## config.mk

```make
export PLATFORM = sky130hd
export DESIGN_NAME = wt_top
export DESIGN_NICKNAME = d
export VERILOG_FILES = /design/src/wt_pkg.sv /design/src/wt_tick_if.sv /design/src/wt_top.sv /design/src/wt_unit_div.sv
export VERILOG_INCLUDE_DIRS = /design/src
export SDC_FILE = /design/constraint.sdc
export NUM_CORES = 1
export LEC_CHECK = 0
export ABC_CLOCK_PERIOD_IN_PS = 3900
export BUFFER_PORTS_ARGS = -buffer_cell sky130_fd_sc_hd__buf_4
export CAP_MARGIN = 20
export CORE_MARGIN = 2
export CORE_UTILIZATION = 56
export CTS_BUF_LIST = sky130_fd_sc_hd__clkbuf_4
export DETAILED_ROUTE_END_ITERATION = 8
export GPL_TIMING_DRIVEN = 0
export PLACE_DENSITY = 0.79
export SLEW_MARGIN = 20
export SYNTH_ARGS = -nofsm -noshare
export SYNTH_HDL_FRONTEND = slang
export SYNTH_SLANG_ARGS = --single-unit
```

## constraint.sdc

```tcl
create_clock -name sys_clk -period 3.9 [get_ports sys_clk]
set_input_delay 0.195 -clock sys_clk [delete_from_list [all_inputs] [get_ports sys_clk]]
set_output_delay 0.195 -clock sys_clk [all_outputs]
set_load 0.03 [all_outputs]
```

## src/wt_defines.svh

```systemverilog
// constants of the wake-up timer block: timing counts, field limits and reset values
`ifndef WT_DEFINES_SVH
`define WT_DEFINES_SVH

// ----------------------------------------------------------------------------
// timing
// ----------------------------------------------------------------------------
`define WT_LF_CLK_HZ        32768
`define WT_REF_CLK_HZ       30000000
`define WT_UNIT_BASE        4
`define WT_CAL_RC_TICKS     32
`define WT_CAL_REF_EXPECT   ((`WT_REF_CLK_HZ * `WT_CAL_RC_TICKS + `WT_LF_CLK_HZ / 2) / `WT_LF_CLK_HZ)
`define WT_CAL_TOLERANCE    8
`define WT_RECAL_BASE_SHIFT 11

// ----------------------------------------------------------------------------
// battery threshold decode, in millivolts
// ----------------------------------------------------------------------------
`define WT_BATT_BASE_MV     1500
`define WT_BATT_STEP_MV     50
`define WT_BATT_MAX_CODE    31

// ----------------------------------------------------------------------------
// reset values
// ----------------------------------------------------------------------------
`define WT_TRIM_RESET       7'h40

`endif

```

## src/wt_pkg.sv

```systemverilog
// types shared by the wake-up timer modules
`default_nettype none

package wt_pkg;
  typedef enum logic [1:0] {
    WT_CAL_IDLE,
    WT_CAL_XO_WAIT,
    WT_CAL_MEASURE,
    WT_CAL_ADJUST
  } wt_cal_state_e;

  typedef enum logic {
    WT_LDC_SLEEP,
    WT_LDC_RX
  } wt_ldc_state_e;
endpackage : wt_pkg

`default_nettype wire

```

## src/wt_tick_if.sv

```systemverilog
// interface between the wake timer core and its unit divider
`default_nettype none

interface wt_tick_if #(parameter int EXP_W = 5);
  logic             tick;
  logic             clear;
  logic [EXP_W-1:0] exponent;
  logic             unit;

  modport core_side (output tick, output clear, output exponent, input unit);
  modport div_side  (input tick, input clear, input exponent, output unit);
endinterface : wt_tick_if

`default_nettype wire

```

## src/wt_top.sv

```systemverilog
// wake-up timer with rc calibration, duty-cycle receive control and battery monitor
//
// Behaviour
// - timer clock is the internal 32 kHz rc or an external 32 kHz crystal
// - with the enable bit set, the timer counts the mantissa/exponent period
// - period equals mantissa times 4*2^exponent over 32.768 ms
// - on expiry interrupt_request_n goes low if the wake interrupt is enabled
// - rc oscillator is calibrated on boot and on leaving shutdown
// - periodic recalibration only when enabled, interval from a three-bit field
// - recalibration starts the crystal, compares rc against 30 MHz, trims rc
// - receive window equals window count times 4*2^exponent over 32.768 ms
// - each duty-cycle wake enters receive, returns at window end without packet
// - preamble or sync seen in the window extends the window for the packet
// - after two windows without a packet, return and wait for next wake
// - battery monitor works only with its enable and the wake timer enabled
// - battery is compared with threshold at every timer expiry
// - threshold code decodes in 50 mV steps from 1.5 V to 3.05 V
// - low battery shows as interrupt or as a direct general-purpose pin
`default_nettype none
`include "wt_defines.svh"

module wt_top #(
  parameter int EXP_W  = 5,
  parameter int MANT_W = 16,
  parameter int WIN_W  = 8
) (
  input  wire logic              sys_clk,
  input  wire logic              rst,
  input  wire logic              rc_clk_in,
  input  wire logic              xtal32_clk_in,
  input  wire logic              clock_source_select,
  input  wire logic              wake_timer_enable_bit,
  input  wire logic [EXP_W-1:0]  wake_period_exponent,
  input  wire logic [MANT_W-1:0] wake_period_mantissa,
  input  wire logic              wake_int_enable,
  input  wire logic              battery_int_enable,
  input  wire logic              battery_to_gpio,
  input  wire logic              duty_cycle_receive,
  input  wire logic [WIN_W-1:0]  receive_window_count,
  input  wire logic              battery_monitor_enable,
  input  wire logic [4:0]        battery_threshold_setting,
  input  wire logic [11:0]       supply_mv,
  input  wire logic              boot_cmd,
  input  wire logic              shutdown_exit,
  input  wire logic              recal_enable,
  input  wire logic [2:0]        recalibration_interval_field,
  input  wire logic              xo_ready_in,
  input  wire logic              xo_ref_clk_in,
  input  wire logic              preamble_or_sync_detect,
  input  wire logic              packet_received,
  input  wire logic              interrupt_status_clear,
  output logic                   interrupt_request_n,
  output logic                   wake_timer_flag,
  output logic                   battery_low_flag,
  output logic                   battery_low_gpio,
  output logic                   rx_enable,
  output logic                   xtal_osc_enable,
  output logic [6:0]             rc_trim,
  output logic                   calibrating
);
  localparam logic [15:0] REF_EXPECT = 16'(`WT_CAL_REF_EXPECT);
  localparam logic [15:0] REF_TOL    = 16'(`WT_CAL_TOLERANCE);

  // ----------------------------------------------------------------------------
  // pin synchronisers: rc, crystal, xo ready, reference clock
  // ----------------------------------------------------------------------------
  wire  logic [3:0] pin_raw;
  wire  logic [3:0] pin_s2;
  wire  logic [3:0] pin_rise;

  assign pin_raw = {xo_ref_clk_in, xo_ready_in, xtal32_clk_in, rc_clk_in};

  genvar gi;
  generate
    for (gi = 0; gi < 4; gi++) begin : g_sync
      // each lane owns its flops, so no vector has several clocked writers
      logic s1;
      logic s2;
      logic s3;

      // first stage feeds only the second, so metastability stays contained
      always_ff @(posedge sys_clk) begin
        if (rst) begin
          s1 <= 1'b0;
          s2 <= 1'b0;
          s3 <= 1'b0;
        end else begin
          s1 <= pin_raw[gi];
          s2 <= s1;
          s3 <= s2;
        end
      end
      assign pin_s2[gi]   = s2;
      assign pin_rise[gi] = s2 && !s3;
    end
  endgenerate

  // ----------------------------------------------------------------------------
  // slow clock source selection and unit divider
  // ----------------------------------------------------------------------------
  wire logic rc_tick;
  wire logic ref_edge;
  wire logic xo_ready;
  wire logic lf_tick;

  assign rc_tick  = pin_rise[0];
  assign ref_edge = pin_rise[3];
  assign xo_ready = pin_s2[2];
  assign lf_tick  = clock_source_select ? pin_rise[1] : rc_tick;

  wt_tick_if #(.EXP_W(EXP_W)) tk ();
  assign tk.tick     = lf_tick && wake_timer_enable_bit;
  assign tk.clear    = !wake_timer_enable_bit;
  assign tk.exponent = wake_period_exponent;

  wt_unit_div #(.EXP_W(EXP_W)) u_div (
    .sys_clk (sys_clk),
    .rst     (rst),
    .t       (tk)
  );

  // ----------------------------------------------------------------------------
  // wake period counter; a zero mantissa never expires
  // ----------------------------------------------------------------------------
  logic [MANT_W-1:0] period_cnt;
  wire  logic        expire;

  assign expire = tk.unit && (wake_period_mantissa != '0)
                  && (period_cnt == wake_period_mantissa - MANT_W'(1));

  always_ff @(posedge sys_clk) begin
    if (rst || !wake_timer_enable_bit) begin
      period_cnt <= '0;
    end else if (expire) begin
      period_cnt <= '0;
    end else if (tk.unit) begin
      period_cnt <= period_cnt + MANT_W'(1);
    end
  end

  // ----------------------------------------------------------------------------
  // battery monitor, compared at every expiry
  // ----------------------------------------------------------------------------
  wire logic        batt_active;
  wire logic [4:0]  thresh_code;
  wire logic [11:0] thresh_mv;
  wire logic        batt_low_now;

  assign batt_active  = battery_monitor_enable && wake_timer_enable_bit;
  assign thresh_code  = (battery_threshold_setting > 5'(`WT_BATT_MAX_CODE))
                        ? 5'(`WT_BATT_MAX_CODE) : battery_threshold_setting;
  assign thresh_mv    = 12'(`WT_BATT_BASE_MV) + 12'(thresh_code) * 12'(`WT_BATT_STEP_MV);
  assign batt_low_now = expire && batt_active && (supply_mv < thresh_mv);

  // ----------------------------------------------------------------------------
  // sticky status flags; a set in the clearing cycle wins
  // ----------------------------------------------------------------------------
  always_ff @(posedge sys_clk) begin
    if (rst) begin
      wake_timer_flag  <= 1'b0;
      battery_low_flag <= 1'b0;
    end else begin
      wake_timer_flag  <= expire || (wake_timer_flag && !interrupt_status_clear);
      battery_low_flag <= batt_low_now || (battery_low_flag && !interrupt_status_clear);
    end
  end

  // low battery goes either to the interrupt or straight to the pin
  assign interrupt_request_n = !((wake_timer_flag && wake_int_enable)
                                 || (battery_low_flag && battery_int_enable
                                     && !battery_to_gpio));
  assign battery_low_gpio    = battery_to_gpio && battery_low_flag;

  // ----------------------------------------------------------------------------
  // duty-cycle receive: one window, extended once on preamble or sync
  // ----------------------------------------------------------------------------
  wt_pkg::wt_ldc_state_e ldc_state;
  logic [WIN_W-1:0]      win_cnt;
  logic                  ldc_second;
  logic                  ldc_seen;
  wire  logic            window_end;

  // a zero count must end on the first unit, not wrap to the largest count
  assign window_end = (ldc_state == wt_pkg::WT_LDC_RX) && tk.unit
                      && ((receive_window_count == '0)
                          || (win_cnt >= receive_window_count - WIN_W'(1)));
  assign rx_enable  = (ldc_state == wt_pkg::WT_LDC_RX);

  always_ff @(posedge sys_clk) begin
    if (rst || !duty_cycle_receive || !wake_timer_enable_bit) begin
      ldc_state  <= wt_pkg::WT_LDC_SLEEP;
      win_cnt    <= '0;
      ldc_second <= 1'b0;
      ldc_seen   <= 1'b0;
    end else begin
      unique case (ldc_state)
        wt_pkg::WT_LDC_SLEEP: begin
          if (expire) begin
            ldc_state  <= wt_pkg::WT_LDC_RX;
            win_cnt    <= '0;
            ldc_second <= 1'b0;
            ldc_seen   <= 1'b0;
          end
        end
        wt_pkg::WT_LDC_RX: begin
          if (preamble_or_sync_detect) ldc_seen <= 1'b1;
          if (packet_received) begin
            ldc_state <= wt_pkg::WT_LDC_SLEEP;
          end else if (window_end) begin
            win_cnt <= '0;
            if ((ldc_seen || preamble_or_sync_detect) && !ldc_second) begin
              ldc_second <= 1'b1;
            end else begin
              ldc_state <= wt_pkg::WT_LDC_SLEEP;
            end
          end else if (tk.unit) begin
            win_cnt <= win_cnt + WIN_W'(1);
          end
        end
      endcase
    end
  end

  // ----------------------------------------------------------------------------
  // recalibration interval in rc ticks: 2^(11+field)
  // ----------------------------------------------------------------------------
  logic [18:0] recal_cnt;
  wire  logic  recal_due;
  wire  logic  cal_request;

  assign recal_due   = recal_enable && rc_tick && (recal_cnt ==
                       (19'h0_0001 << (`WT_RECAL_BASE_SHIFT + recalibration_interval_field))
                       - 19'h0_0001);
  assign cal_request = boot_cmd || shutdown_exit || recal_due;

  always_ff @(posedge sys_clk) begin
    if (rst || !recal_enable || recal_due) begin
      recal_cnt <= '0;
    end else if (rc_tick) begin
      recal_cnt <= recal_cnt + 19'h0_0001;
    end
  end

  // ----------------------------------------------------------------------------
  // calibration: start crystal, count reference edges over rc ticks, trim
  // ----------------------------------------------------------------------------
  wt_pkg::wt_cal_state_e cal_state;
  logic [5:0]            cal_rc_cnt;
  logic [15:0]           ref_cnt;

  assign xtal_osc_enable = (cal_state != wt_pkg::WT_CAL_IDLE);
  assign calibrating     = xtal_osc_enable;

  always_ff @(posedge sys_clk) begin
    if (rst) begin
      cal_state  <= wt_pkg::WT_CAL_IDLE;
      cal_rc_cnt <= '0;
      ref_cnt    <= '0;
      rc_trim    <= `WT_TRIM_RESET;
    end else begin
      unique case (cal_state)
        wt_pkg::WT_CAL_IDLE: begin
          if (cal_request) cal_state <= wt_pkg::WT_CAL_XO_WAIT;
        end
        wt_pkg::WT_CAL_XO_WAIT: begin
          cal_rc_cnt <= '0;
          ref_cnt    <= '0;
          if (xo_ready && rc_tick) cal_state <= wt_pkg::WT_CAL_MEASURE;
        end
        wt_pkg::WT_CAL_MEASURE: begin
          if (ref_edge) ref_cnt <= ref_cnt + 16'h0001;
          if (rc_tick) begin
            cal_rc_cnt <= cal_rc_cnt + 6'h01;
            if (cal_rc_cnt == 6'(`WT_CAL_RC_TICKS - 1)) cal_state <= wt_pkg::WT_CAL_ADJUST;
          end
        end
        wt_pkg::WT_CAL_ADJUST: begin
          // one step per pass keeps the trim change gentle under noise
          if (ref_cnt > REF_EXPECT + REF_TOL && rc_trim != 7'h7f) begin
            rc_trim <= rc_trim + 7'h01;
          end else if (ref_cnt + REF_TOL < REF_EXPECT && rc_trim != 7'h00) begin
            rc_trim <= rc_trim - 7'h01;
          end
          cal_state <= wt_pkg::WT_CAL_IDLE;
        end
      endcase
    end
  end

  // ----------------------------------------------------------------------------
  // checks
  // ----------------------------------------------------------------------------
  property p_irq_on_expire;
    @(posedge sys_clk) disable iff (rst)
    expire && wake_int_enable |=> !interrupt_request_n;
  endproperty
  a_irq_on_expire: assert property (p_irq_on_expire) else $error("no irq on expiry");

  property p_flag_holds;
    @(posedge sys_clk) disable iff (rst)
    wake_timer_flag && !interrupt_status_clear |=> wake_timer_flag;
  endproperty
  a_flag_holds: assert property (p_flag_holds) else $error("wake flag dropped");

  property p_reload;
    @(posedge sys_clk) disable iff (rst)
    expire |=> period_cnt == '0 && wake_timer_flag;
  endproperty
  a_reload: assert property (p_reload) else $error("period not reloaded");

  property p_boot_cal;
    @(posedge sys_clk) disable iff (rst)
    (boot_cmd || shutdown_exit) && cal_state == wt_pkg::WT_CAL_IDLE |=> xtal_osc_enable;
  endproperty
  a_boot_cal: assert property (p_boot_cal) else $error("boot did not calibrate");

  property p_recal_off;
    @(posedge sys_clk) disable iff (rst)
    !recal_enable |=> recal_cnt == '0;
  endproperty
  a_recal_off: assert property (p_recal_off) else $error("recal ran while off");

  property p_ldc_wake;
    @(posedge sys_clk) disable iff (rst)
    expire && duty_cycle_receive && ldc_state == wt_pkg::WT_LDC_SLEEP |=> rx_enable;
  endproperty
  a_ldc_wake: assert property (p_ldc_wake) else $error("no rx on wake");

  property p_extend;
    @(posedge sys_clk) disable iff (rst)
    window_end && ldc_seen && !ldc_second && !packet_received && duty_cycle_receive
      && wake_timer_enable_bit |=> rx_enable && ldc_second;
  endproperty
  a_extend: assert property (p_extend) else $error("window not extended");

  property p_two_windows;
    @(posedge sys_clk) disable iff (rst)
    window_end && ldc_second |=> !rx_enable;
  endproperty
  a_two_windows: assert property (p_two_windows) else $error("rx past two windows");

  property p_batt_low;
    @(posedge sys_clk) disable iff (rst)
    expire && batt_active && supply_mv < thresh_mv |=> battery_low_flag;
  endproperty
  a_batt_low: assert property (p_batt_low) else $error("low battery missed");

  property p_batt_off;
    @(posedge sys_clk) disable iff (rst)
    !wake_timer_enable_bit && !battery_low_flag |=> !battery_low_flag;
  endproperty
  a_batt_off: assert property (p_batt_off) else $error("battery flag without timer");
endmodule : wt_top

`default_nettype wire

```

## src/wt_unit_div.sv

```systemverilog
// divider from 32 kHz ticks to wake units of 4 * 2^exponent ticks
`default_nettype none
`include "wt_defines.svh"

module wt_unit_div #(
  parameter int EXP_W = 5
) (
  input  wire logic    sys_clk,
  input  wire logic    rst,
  wt_tick_if.div_side  t
);
  localparam int CNT_W = EXP_W + 31;

  logic [CNT_W-1:0] count;
  wire  logic [CNT_W-1:0] unit_len;
  wire  logic             unit_last;

  // ----------------------------------------------------------------------------
  // unit length decode
  // ----------------------------------------------------------------------------
  assign unit_len  = CNT_W'(`WT_UNIT_BASE) << t.exponent;
  assign unit_last = (count == unit_len - CNT_W'(1));
  assign t.unit    = t.tick && unit_last;

  // ----------------------------------------------------------------------------
  // tick counter, restarts on clear so a new period starts aligned
  // ----------------------------------------------------------------------------
  always_ff @(posedge sys_clk) begin
    if (rst || t.clear) begin
      count <= '0;
    end else if (t.tick) begin
      count <= unit_last ? '0 : count + CNT_W'(1);
    end
  end

  property p_unit_wraps;
    @(posedge sys_clk) disable iff (rst)
    t.unit && !t.clear |=> count == '0;
  endproperty
  a_unit_wraps: assert property (p_unit_wraps) else $error("divider did not wrap");
endmodule : wt_unit_div

`default_nettype wire

```

== Word-level counts from Yosys, hierarchy flattened ==
Cells that the tools add are included.
W data, S select, Z words.
Cells by class
  add/sub/neg operators: 15
  $mul: 1
  order comparisons: 5
  equality and inequality tests: 19
  shift operators: 2
  mux-type cells: 31
  bitwise gates (word level): 1
  reductions and logical operators: 61
Operator list (count)
  $add A36 B1 Y36 const B: 1
  $eq A36 B36 Y1: 1
  $mux W36: 1
  $shl A3 B5 Y36 const A: 1
  $sub A36 B1 Y36 const B: 1
  $add A16 B1 Y16 const B: 2
  $mux W8: 4
  $pmux W16 S2: 1
  $logic_and A1 B1 Y1: 24
  $add A19 B1 Y19 const B: 1
  $eq A19 B19 Y1: 1
  $shl A1 B5 Y19 const A: 1
  $sub A19 B1 Y19 const B: 1
  $add A16 B4 Y16 const B: 1
  $eq A16 B16 Y1: 1
  $gt A16 B15 Y1 const B: 1
  $lt A16 B15 Y1 const B: 1
  $mux W16: 1
  $ne A2 B2 Y1 const B: 8
  $pmux W8 S2: 1
  $reduce_bool A16 Y1: 1
  $sub A16 B1 Y16 const B: 1
  $mux W7: 2
  $add A11 B11 Y12 const A: 1
  34 further kinds: 76
Word-level totals
  bits in registers: 126
  bits of input ports: 68
  output and inout bits: 14
  word-level logic and storage cells: 159

== Logic depth before layout (Yosys ltp) ==
Gate-level depths: netlist of run 1.
  depth in word-level cells: 10
  mapped depth: 17
  gate-level depth less buffers: 16

== Modules after synthesis ==
A second synthesis of run 1 with hierarchy kept.
Second synthesis, totals
  cells, all modules: 1192
  area total of the unflattened synthesis: 9386.5 um2
Modules (own cells, without submodules)
  wt_top: times used 1, cells an instance 830, area each 6586.3 um2, seq. area each 1801.7 um2
  wt_unit_div: times used 1, cells an instance 362, area each 2800.2 um2, seq. area each 720.7 um2

== Worst setup path after synthesis of run 1 ==
Ideal clock, no wire load.
  path kind: input to register
  from: in wake_period_exponent[1]
  to: reg win_cnt[1]
  library setup time: 123 ps
  arrival time: 3674 ps
  data required time: 3777 ps
  path slack: 103 ps
  stages: 15
  path buffers: 3
  cell sequence: buf_6 buf_2 buf_1 nor3_1 nand2_1 ha_1 or3_1 o31a_1 and3_1 or4_1 a211oi_2 nand4_1 nor3_4 a21o_1 o22ai_1
Between the ends
  cells in the longest elaborated chain, start to end: 9
  elaborated cells on any way between the ends: 14
  classes of those cells: add/sub: 1; eq/ne: 3; shift: 1; mux: 3; reduce/logical: 6
RTL lines
  start: declaration: RTL line wt_top.sv:33  | input wire logic [EXP_W-1:0] wake_period_exponent,
  $shl A3 B5 Y36 (*): RTL line wt_unit_div.sv:21  | assign unit_len = CNT_W'(`WT_UNIT_BASE) << t.exponent;
  $sub A36 B1 Y36 (*): RTL line wt_unit_div.sv:22  | assign unit_last = (count == unit_len - CNT_W'(1));
  $eq A36 B36 Y1 (*): RTL line wt_unit_div.sv:22
  $logic_and A1 B1 Y1 (*): RTL line wt_unit_div.sv:23  | assign t.unit = t.tick && unit_last;
  $logic_and A1 B1 Y1: RTL line wt_top.sv:184  | assign window_end = (ldc_state == wt_pkg::WT_LDC_RX) && tk.unit
  $logic_and A1 B1 Y1: RTL line wt_top.sv:185  | && ((receive_window_count == '0)
  $mux W8: RTL line wt_top.sv:209  | end else if (window_end) begin
  $mux W8: RTL line wt_top.sv:207  | if (packet_received) begin
  $pmux W8 S2: RTL line wt_top.sv:196  | unique case (ldc_state)
  end signal: assignment: RTL line wt_top.sv:217  | win_cnt <= win_cnt + WIN_W'(1);
  end: declaration: RTL line wt_top.sv:178  | logic [WIN_W-1:0] win_cnt;
Every way passes the cells marked *; elsewhere a longest branch is shown, timed or not. The select of a mux whose other input is x is not followed.
A chain may end at the register's enable or synchronous reset.

== Worst setup path in the final report of run 1 ==
  from: in wake_period_exponent[0]
  to: reg period_cnt[11]
Between the ends
  cells in the longest elaborated chain, start to end: 7
RTL lines
  $shl A3 B5 Y36 (*): RTL line wt_unit_div.sv:21
  $sub A36 B1 Y36 (*): RTL line wt_unit_div.sv:22
  $eq A36 B36 Y1 (*): RTL line wt_unit_div.sv:22
  $logic_and A1 B1 Y1 (*): RTL line wt_unit_div.sv:23
  $logic_and A1 B1 Y1: RTL line wt_top.sv:128  | assign expire = tk.unit && (wake_period_mantissa != '0)
  $logic_and A1 B1 Y1: RTL line wt_top.sv:129  | && (period_cnt == wake_period_mantissa - MANT_W'(1));
  $reduce_or A2 Y1 (no source line)
  end signal: assignment: RTL line wt_top.sv:137  | period_cnt <= period_cnt + MANT_W'(1);
  end: declaration: RTL line wt_top.sv:125  | logic [MANT_W-1:0] period_cnt;
Every way passes the cells marked *; elsewhere a longest branch is shown, timed or not.

==> summary.md, run 1 <==
| Metric | Value |
|---|---|
| Status | finished clean |
| Worst EP required | around 4.4 ns |
| Minimum clock period after layout | between 3 and 4 ns |
| Final setup vio count | 0 |
| Max IR drop VDD | 0.000195 V |
| Tcrit/Tclk final | 94.8% |
| Post-synth net total | 1284 |
| Crit end category | register |
| Pint | 2.18 mW |
| R2R Setup Slk | roughly 0.42 ns |
| Number of nets in the layout | approximately 1400 |
| Die Height | 131 µm |
| Bufs on Longest Clock Path | 2 |
| WHS Endpoint | g_sync[3].s2 |
| Vias | 8459 |
| Combinational Power Share | roughly 29% |
| IO buf count | 75 |
| Reg power frac | 42.5% |
| CTS tree | done |
| Layout area overhead | 14.3% |
| Crit Path Class | in -> reg |
| Yosys cell types | 77 |
| Worst EP arrival | ~4.2 ns |
| First-pass GRT wire length | roughly 34000 µm |
| CTS clock-pin slew for the worst setup and hold paths | between 0.1 and 0.15 ns |
| DR iter-0 viols | 729 |
| Worst-Margin Slew | between 0.8 and 0.9 ns |
| Grt ovf | 0 |
| Fillers | between 1000 and 1500 |
| PnR worst setup slack | 0.201 ns |
| Register area | between 2000 and 3000 µm² |
| FP Rows | 46 |
| R2r endpoint | rc_trim[6] |
| NetSw | about 1.0 mW |
| Sequential area share after synthesis | approximately 28% |
| Power density over cell area | roughly 310 nW/µm² |
| GPL Wtd Cong | slightly below 1 |
| Sw Ratio | about a third |
| Clk sinks | 126 |
| Die area | 17100 µm² |
| WL/cell | 14.3 µm |
| Static Leak | ~4.0 nW |
| Max Clock Skew | 0.0176 ns |
| Synth top area share | around 28% |
| Hold Path Cell Cnt | 2 |
| Multi-input logic area | ~6100 µm² |
| Critical Path Start Type | input port |
| Hold Path Origin | rst |
| Drt first pass iters | 7 |
| MaxCap Viol Count | 0 |
| Post-synthesis instance total | between 1000 and 1500 |
| Non-Filler Instances | ~1500 |
| Reg2reg path depth | 15 |
| Final Hold Vio Count | 0 |
| Min-delay worst type | in -> reg |
| Unrepaired setup endpoints after global routing | false |
| Vias per cell | roughly 5.7 |
| Initial core utilization | between 50% and 60% |
| Die X | 131 µm |
| Initial antenna violation count | 1 |
| Most common cell after layout, fill and taps aside | nor2_1 |
| HPWL after DPL | between 15000 and 20000 µm |
| Share of layout cells above drive strength 1 | between 10% and 20% |
| Yosys warning count | 0 |
| H-tree levels | 4 |
| Pre-CTS WS | -0.839 ns |
| Cell taking the most area after synthesis | dfxtp_1 |
| Max-slew violation count | 0 |
| Clock root buffer | clkbuf_4 |
| Post-synth EDFFs | 0 |
| Dominant cells by area after synthesis | dfxtp_1 (28%), ha_1 (8.1%), xor2_1 (7.3%), nor2_1 (6.2%), xnor2_1 (6.1%) |
| Fmax | 270 MHz |
| Most frequent cells in the layout | nor2_1 (148), dfxtp_1 (126), nand2_1 (85) |
| Crit-path max FO | 10 |
| Vias in the first global route | about 7500 |
| Clock share of power | around 29% |
| # placed instances | between 1000 and 1500 |
| Synth Area per Inst | ~7.8 µm² |
| I/O pin count | 82 |
| Remaining antenna violation count | 0 |
| Fraction of registers with async set/reset | 0% |
| Largest net degree at the start of global routing | 17 |
| Cell Area, Synth | between 9000 and 10000 µm² |
| CTS Buf Count | 17 |
| Core Area | approximately 16000 µm² |
| R2r startpoint | ref_cnt[5] |
| Final wirelength | 21300 µm |
| Worst skew pair latency | 0.54 ns |
| Headroom to the max-slew limit | a little over two fifths |
| DR DRC count | 0 |
| Number of synthesized register bits | roughly 130 |
| Top FF cell, synth | dfxtp_1 |
| Gr usage total | around a quarter |
[logic make-up after synthesis]
logic type | count (synthesis) | synth area share (%)
compound gates | 213 | 15.3
xor+xnor | 138 | 13.4
fa+ha+maj | 61 | 8.62
buf+inv | 106 | 4.73
flops | 126 | 28.0
mux | 10 | 1.13
simple gates | 502 | 28.8
[how the worst max path moves through the flow]
stage	cells after the start	slack, ns	end	startpoint
floorplan	15	0.10	win_cnt[1]	wake_period_exponent[1]
global placement	15	-0.79	win_cnt[7]	wake_period_exponent[0]
detailed placement	15	-0.84	win_cnt[6]	wake_period_exponent[0]
CTS	16	0.004	period_cnt[2]	wake_period_exponent[0]
global route	16	0.01	period_cnt[0]	wake_period_exponent[0]
finish	16	0.20	period_cnt[11]	wake_period_exponent[0]
[worst max-delay path, cell delays in order]
cell and delay, ns:
buf_4 0.11, clkbuf_1 0.20, clkbuf_4 0.25, nor3_4 0.26, nand2_1 0.10, ha_1 0.27
or3_1 0.38, o31a_1 0.25, and3_1 0.18, or4_1 0.57, a211oi_2 0.26, nand4_1 0.21
nand2b_1 0.22, clkbuf_1 0.22, or3_1 0.39, a21oi_1 0.14
[cells in the mapped netlist (9+ instances only)]
master and count:
nand2b_1 13, xor2_1 75, a21oi_1 55, nand4_1 33, o21ai_0 49, dfxtp_1 126, nor2b_1 24, or4_1 11
nor4_1 11, xnor2_1 63, and3_1 19, or3_1 11, mux2i_1 9, nand2_1 85, nand3_1 62, ha_1 58
nor3_1 32, clkbuf_1 40, nor2_1 148, and4_1 9, inv_1 50, a21o_1 19, a31oi_1 9, buf_2 10
o211ai_1 11
[flip-flops by register name, summed over array words and instances, names as in the netlist]
signal and flops:
cal_rc_cnt 6, g_sync.s2 4, cal_state 2, g_sync.s1 4
u_div.count 36, ref_cnt 16, ldc_seen 1, battery_low_flag 1
wake_timer_flag 1, rc_trim 7, ldc_second 1, win_cnt 8
period_cnt 16, g_sync.s3 3, rx_enable 1, recal_cnt 19
[layer usage]
layer / up-vias / routed length (µm) / GRT usage, %
li1: 4317 / - / -
met2: 207 / 9850 / 41.1
met4: 0 / 447 / 8.14
met1: 3895 / 9910 / 32.6
met5: - / 0 / 0
met3: 40 / 1110 / 5.33
[what timing repair did]
item | 4_1_cts | 5_1_grt
setup buffers | 2 | 2
pin swaps | 1 | 4
setup endpoints to repair | 56 | 57
hold buffers | 9 | 0
resized for setup | 1 | 20
endpoints found under the hold margin | 9 | 0
[final cells by class]
type | instances | area share [%]
diodes | 1 | 0.0243
plain buffers | 56 | 2.42
clock buffers | 18 | 1.31
clock inverters | 14 | 1.46
inverters | 50 | 1.82
multi-input cells | 924 | 59.2
flip-flops and latches | 126 | 24.5
well taps | 216 | 2.63
repair buffers | 88 | 6.64
[stage by stage]
stage | hold slack, ns | total power [mW] | util (%) | instance area, µm² | setup TNS, ns
4_1_cts | 0.0721 | 3.25 | 64.9 | 10200 | 0
3_3_place_gp | 0.408 | 2.29 | 62.4 | 9830 | -37.63
3_5_place_dp | 0.410 | 2.32 | 62.4 | 9830 | -42.52
5_1_grt | 0.0518 | 3.42 | 65.2 | 10300 | 0
6_report | 0.0761 | 3.23 | 65.2 | 10300 | 0
2_1_floorplan | 0.323 | 2.06 | - | 9000 | 0
[power groups by stage]
stage | clock network, mW | registers [mW] | logic (mW)
after floorplan | 0 | 1.44 | 0.624
after global placement | 0 | 1.40 | 0.893
after detailed placement | 0 | 1.40 | 0.917
after CTS | 0.945 | 1.37 | 0.930
after global routing | 1.00 | 1.38 | 1.04
final | 0.925 | 1.37 | 0.933
(Power assumes the default switching activity.)
==> run 2, diff against run 1 <==
CORE_MARGIN = unset   (was 2)
==> run 2 against run 1 <==
  * Register-to-register slack worse by 0.18 ns
  * Non-clock buffer count increased by 2
  * Clock skew grew 0.0067 ns
  * Sequential cell count is the same
  * Wire length decreased by 3.5%
  * Largest power group unchanged
==> summary.md, run 2 (synthesis results as in run 1) <==
| Metric | Value |
|---|---|
| Die Height | 129 µm (-1.5%) |
| Critical path buffer and inverter count | 4 (unchanged) |
| Crit-path max FO | 10 (unchanged) |
| Gr usage total | 25.7% (+0.84 points) |
| I/O pin count | 82 (unchanged) |
| Clk sinks | 126 (unchanged) |
| Multi-input logic area | 6080 µm² (-0.18%) |
| Slowest Stage Delay on Critical Path | 0.56 ns (about the same) |
| Crit Path Class | in -> reg |
| Layout area overhead | 13.9% |
| Max IR drop VDD | 0.000206 V (+5.3%) |
| Vias per cell | 5.68 (+0.19%) |
| Core Area | 15400 µm² (-2.2%) |
| Final wirelength | 20600 µm (-3.5%) |
| Routed wl met3 | 1320 µm (+20%) |
| Die area | 16600 µm² (-3.0%) |
| Top sig layer | met4 |
| Worst EP arrival | 4.17 ns (about the same) |
| WL/cell | 13.8 µm (-3.3%) |
| Vias | 8458 (-0.012%) |
| Worst-path cell chain | buf_4 > clkbuf_1 > clkbuf_2 > nor3_4 > nand2_1 > ha_1 > or3_1 > o31a_1 > and3_1 > or4_1 > a211oi_2 > nand4_1 > buf_4 > nor3_4 > or3b_1 > a21oi_1 |
| Crit end category | register |
| Fillers | 1346 (-3.7%) |
| Number of nets in the layout | 1393 (+0.14%) |
| DR iter-0 viols | 665 (-8.8%) |
| GPL Wtd Cong | 0.956 (-0.93%) |
| Initial antenna violation count | 1 (unchanged) |
| Drt first pass iters | 5 (-2) |
| First-pass GRT wire length | 34500 µm (+0.50%) |
| Share of layout cells above drive strength 1 | 12.1% (-0.088 points) |
| FP Rows | 45 (-2.2%) |
| Unrepaired setup endpoints after global routing | false |
| Remaining antenna violation count | 0 (unchanged) |
| Final Hold Vio Count | 0 (unchanged) |
| Critical Path Start Type | input port |
| WL met2 | 9180 µm (-6.8%) |
| DR DRC count | 0 (unchanged) |
| CTS Buf Count | 17 (unchanged) |
| Met1 wire length | 9790 µm (-1.2%) |
| Worst skew pair latency | 0.53 ns (about the same) |
| Register area | 2520 µm² (unchanged) |
| Worst-Margin Slew | 0.872 ns (+0.0191 ns) |
| CTS clock-pin slew for the worst setup and hold paths | 0.13 ns (+0.02 ns) |
| Post-route cell area | 10200 µm² (-0.39%) |
| HPWL after DPL | 15600 µm (-3.5%) |
| Die X | 129 µm (-1.5%) |
| Tcrit/Tclk final | 95.3% (+0.47 points) |
| Minimum clock period after layout | 3.72 ns (+0.0184 ns) |
| H-tree levels | 4 (unchanged) |
| Final setup vio count | 0 (unchanged) |
| Largest register by flop count | u_div.count |
| Worst EP required | 4.36 ns (-0.02 ns) |
| Top Registers | u_div.count x36, recal_cnt x19 |
| Power density over cell area | 303 nW/µm² (-3.4%) |
| DP Area | 9830 µm² (about the same) |
| MaxCap Viol Count | 0 (unchanged) |
| Crit-path slowest cell | or4_1 |
| Initial core utilization | 58.3% (+1.3 points) |
| Pre-CTS WS | -0.819 ns (+0.0199 ns) |
| Largest net degree at the start of global routing | 17 (unchanged) |
| Bufs on Longest Clock Path | 2 (unchanged) |
| Static Leak | 3.97 nW (-0.52%) |
| Status | finished clean |
| Fmax | 269 MHz (-0.49%) |
| Number of flip-flops under the largest register name | 36 (unchanged) |
| CTS tree | done |
| Max-slew violation count | 0 (unchanged) |
| IO buf count | 75 (unchanged) |
| Headroom to the max-slew limit | 41.6% (-1.3 points) |
| Grt ovf | 0 (unchanged) |
| Largest delay share family, worst path | simple AND/OR/NAND/NOR gates |
| Most common cell after layout, fill and taps aside | nor2_1 |
| R2R Setup Slk | 0.24 ns (-0.18 ns) |
| Most frequent cells in the layout | nor2_1 (148), dfxtp_1 (126), nand2_1 (85) |
| Max Clock Skew | 0.0244 ns (+0.00674 ns) |
| PnR worst setup slack | 0.183 ns (-0.0184 ns) |
| Vias in the first global route | 7610 (+0.81%) |
| Clock root buffer | clkbuf_4 |
| Min-delay worst type | in -> reg |
run 2: repair_timing:
action	4_1_cts	5_1_grt
setup endpoints to repair	45	57
setup buffers	3	3
hold buffers	9	0
hold endpoints to repair	9	0
pin swaps	2	2
resized for setup	2	12
run 2: worst paths after layout:
path         cells past startpoint                    start            end
max                             16  wake_period_exponent[0]  period_cnt[8]
min                              2                      rst   g_sync[3].s2
max reg2reg                     15               ref_cnt[5]     rc_trim[6]
min reg2reg                      1             g_sync[3].s1   g_sync[3].s2
run 2: cell type report:
type                            instances  area share, %
Buffer                                 56           2.39
Clock inverter                         14           1.18
Inverter                               50           1.83
Timing Repair Buffer                   90           6.81
Antenna cell                            2         0.0488
Sequential cell                       126           24.6
Clock buffer                           17           1.25
Tap cell                              211           2.58
Multi-Input combinational cell        924           59.3
run 2: stage by stage:
| step | std cells | hold slack, ns | total power, mW | util, % | TNS, ns |
|---|---|---|---|---|---|
| global placement | 1442 | 0.406 | 2.29 | 63.7 | -35.79 |
| detailed placement | 1442 | 0.419 | 2.31 | 63.7 | -37.28 |
| floorplan | 1156 | 0.323 | 2.06 | - | 0 |
| finish | 1490 | 0.0778 | 3.11 | 66.4 | 0 |
| global route | 1490 | 0.0730 | 3.32 | 66.4 | 0 |
| CTS | 1485 | 0.0520 | 3.13 | 66.1 | 0 |
run 2: layer usage:
layer,GRT usage (%),vias to the layer above
met1,34.5,3872
met4,6.51,0
met3,4.74,26
li1,-,4321
met2,42.5,239
met5,0,-
run 2: where the power goes:
group          internal, mW  switching (mW)
logic                 0.419           0.509
registers              1.32          0.0468
clock network         0.311           0.498
total                  2.05            1.05
run 2: worst register-to-register path, delay by kind of cell, from the launching register on:
family          cells  cell delay (ns)
compound gates      7             1.11
xor+xnor            1             0.19
fa+ha+maj           1             0.46
buf+inv             2             0.54
flops               1             0.33
simple gates        4             0.94
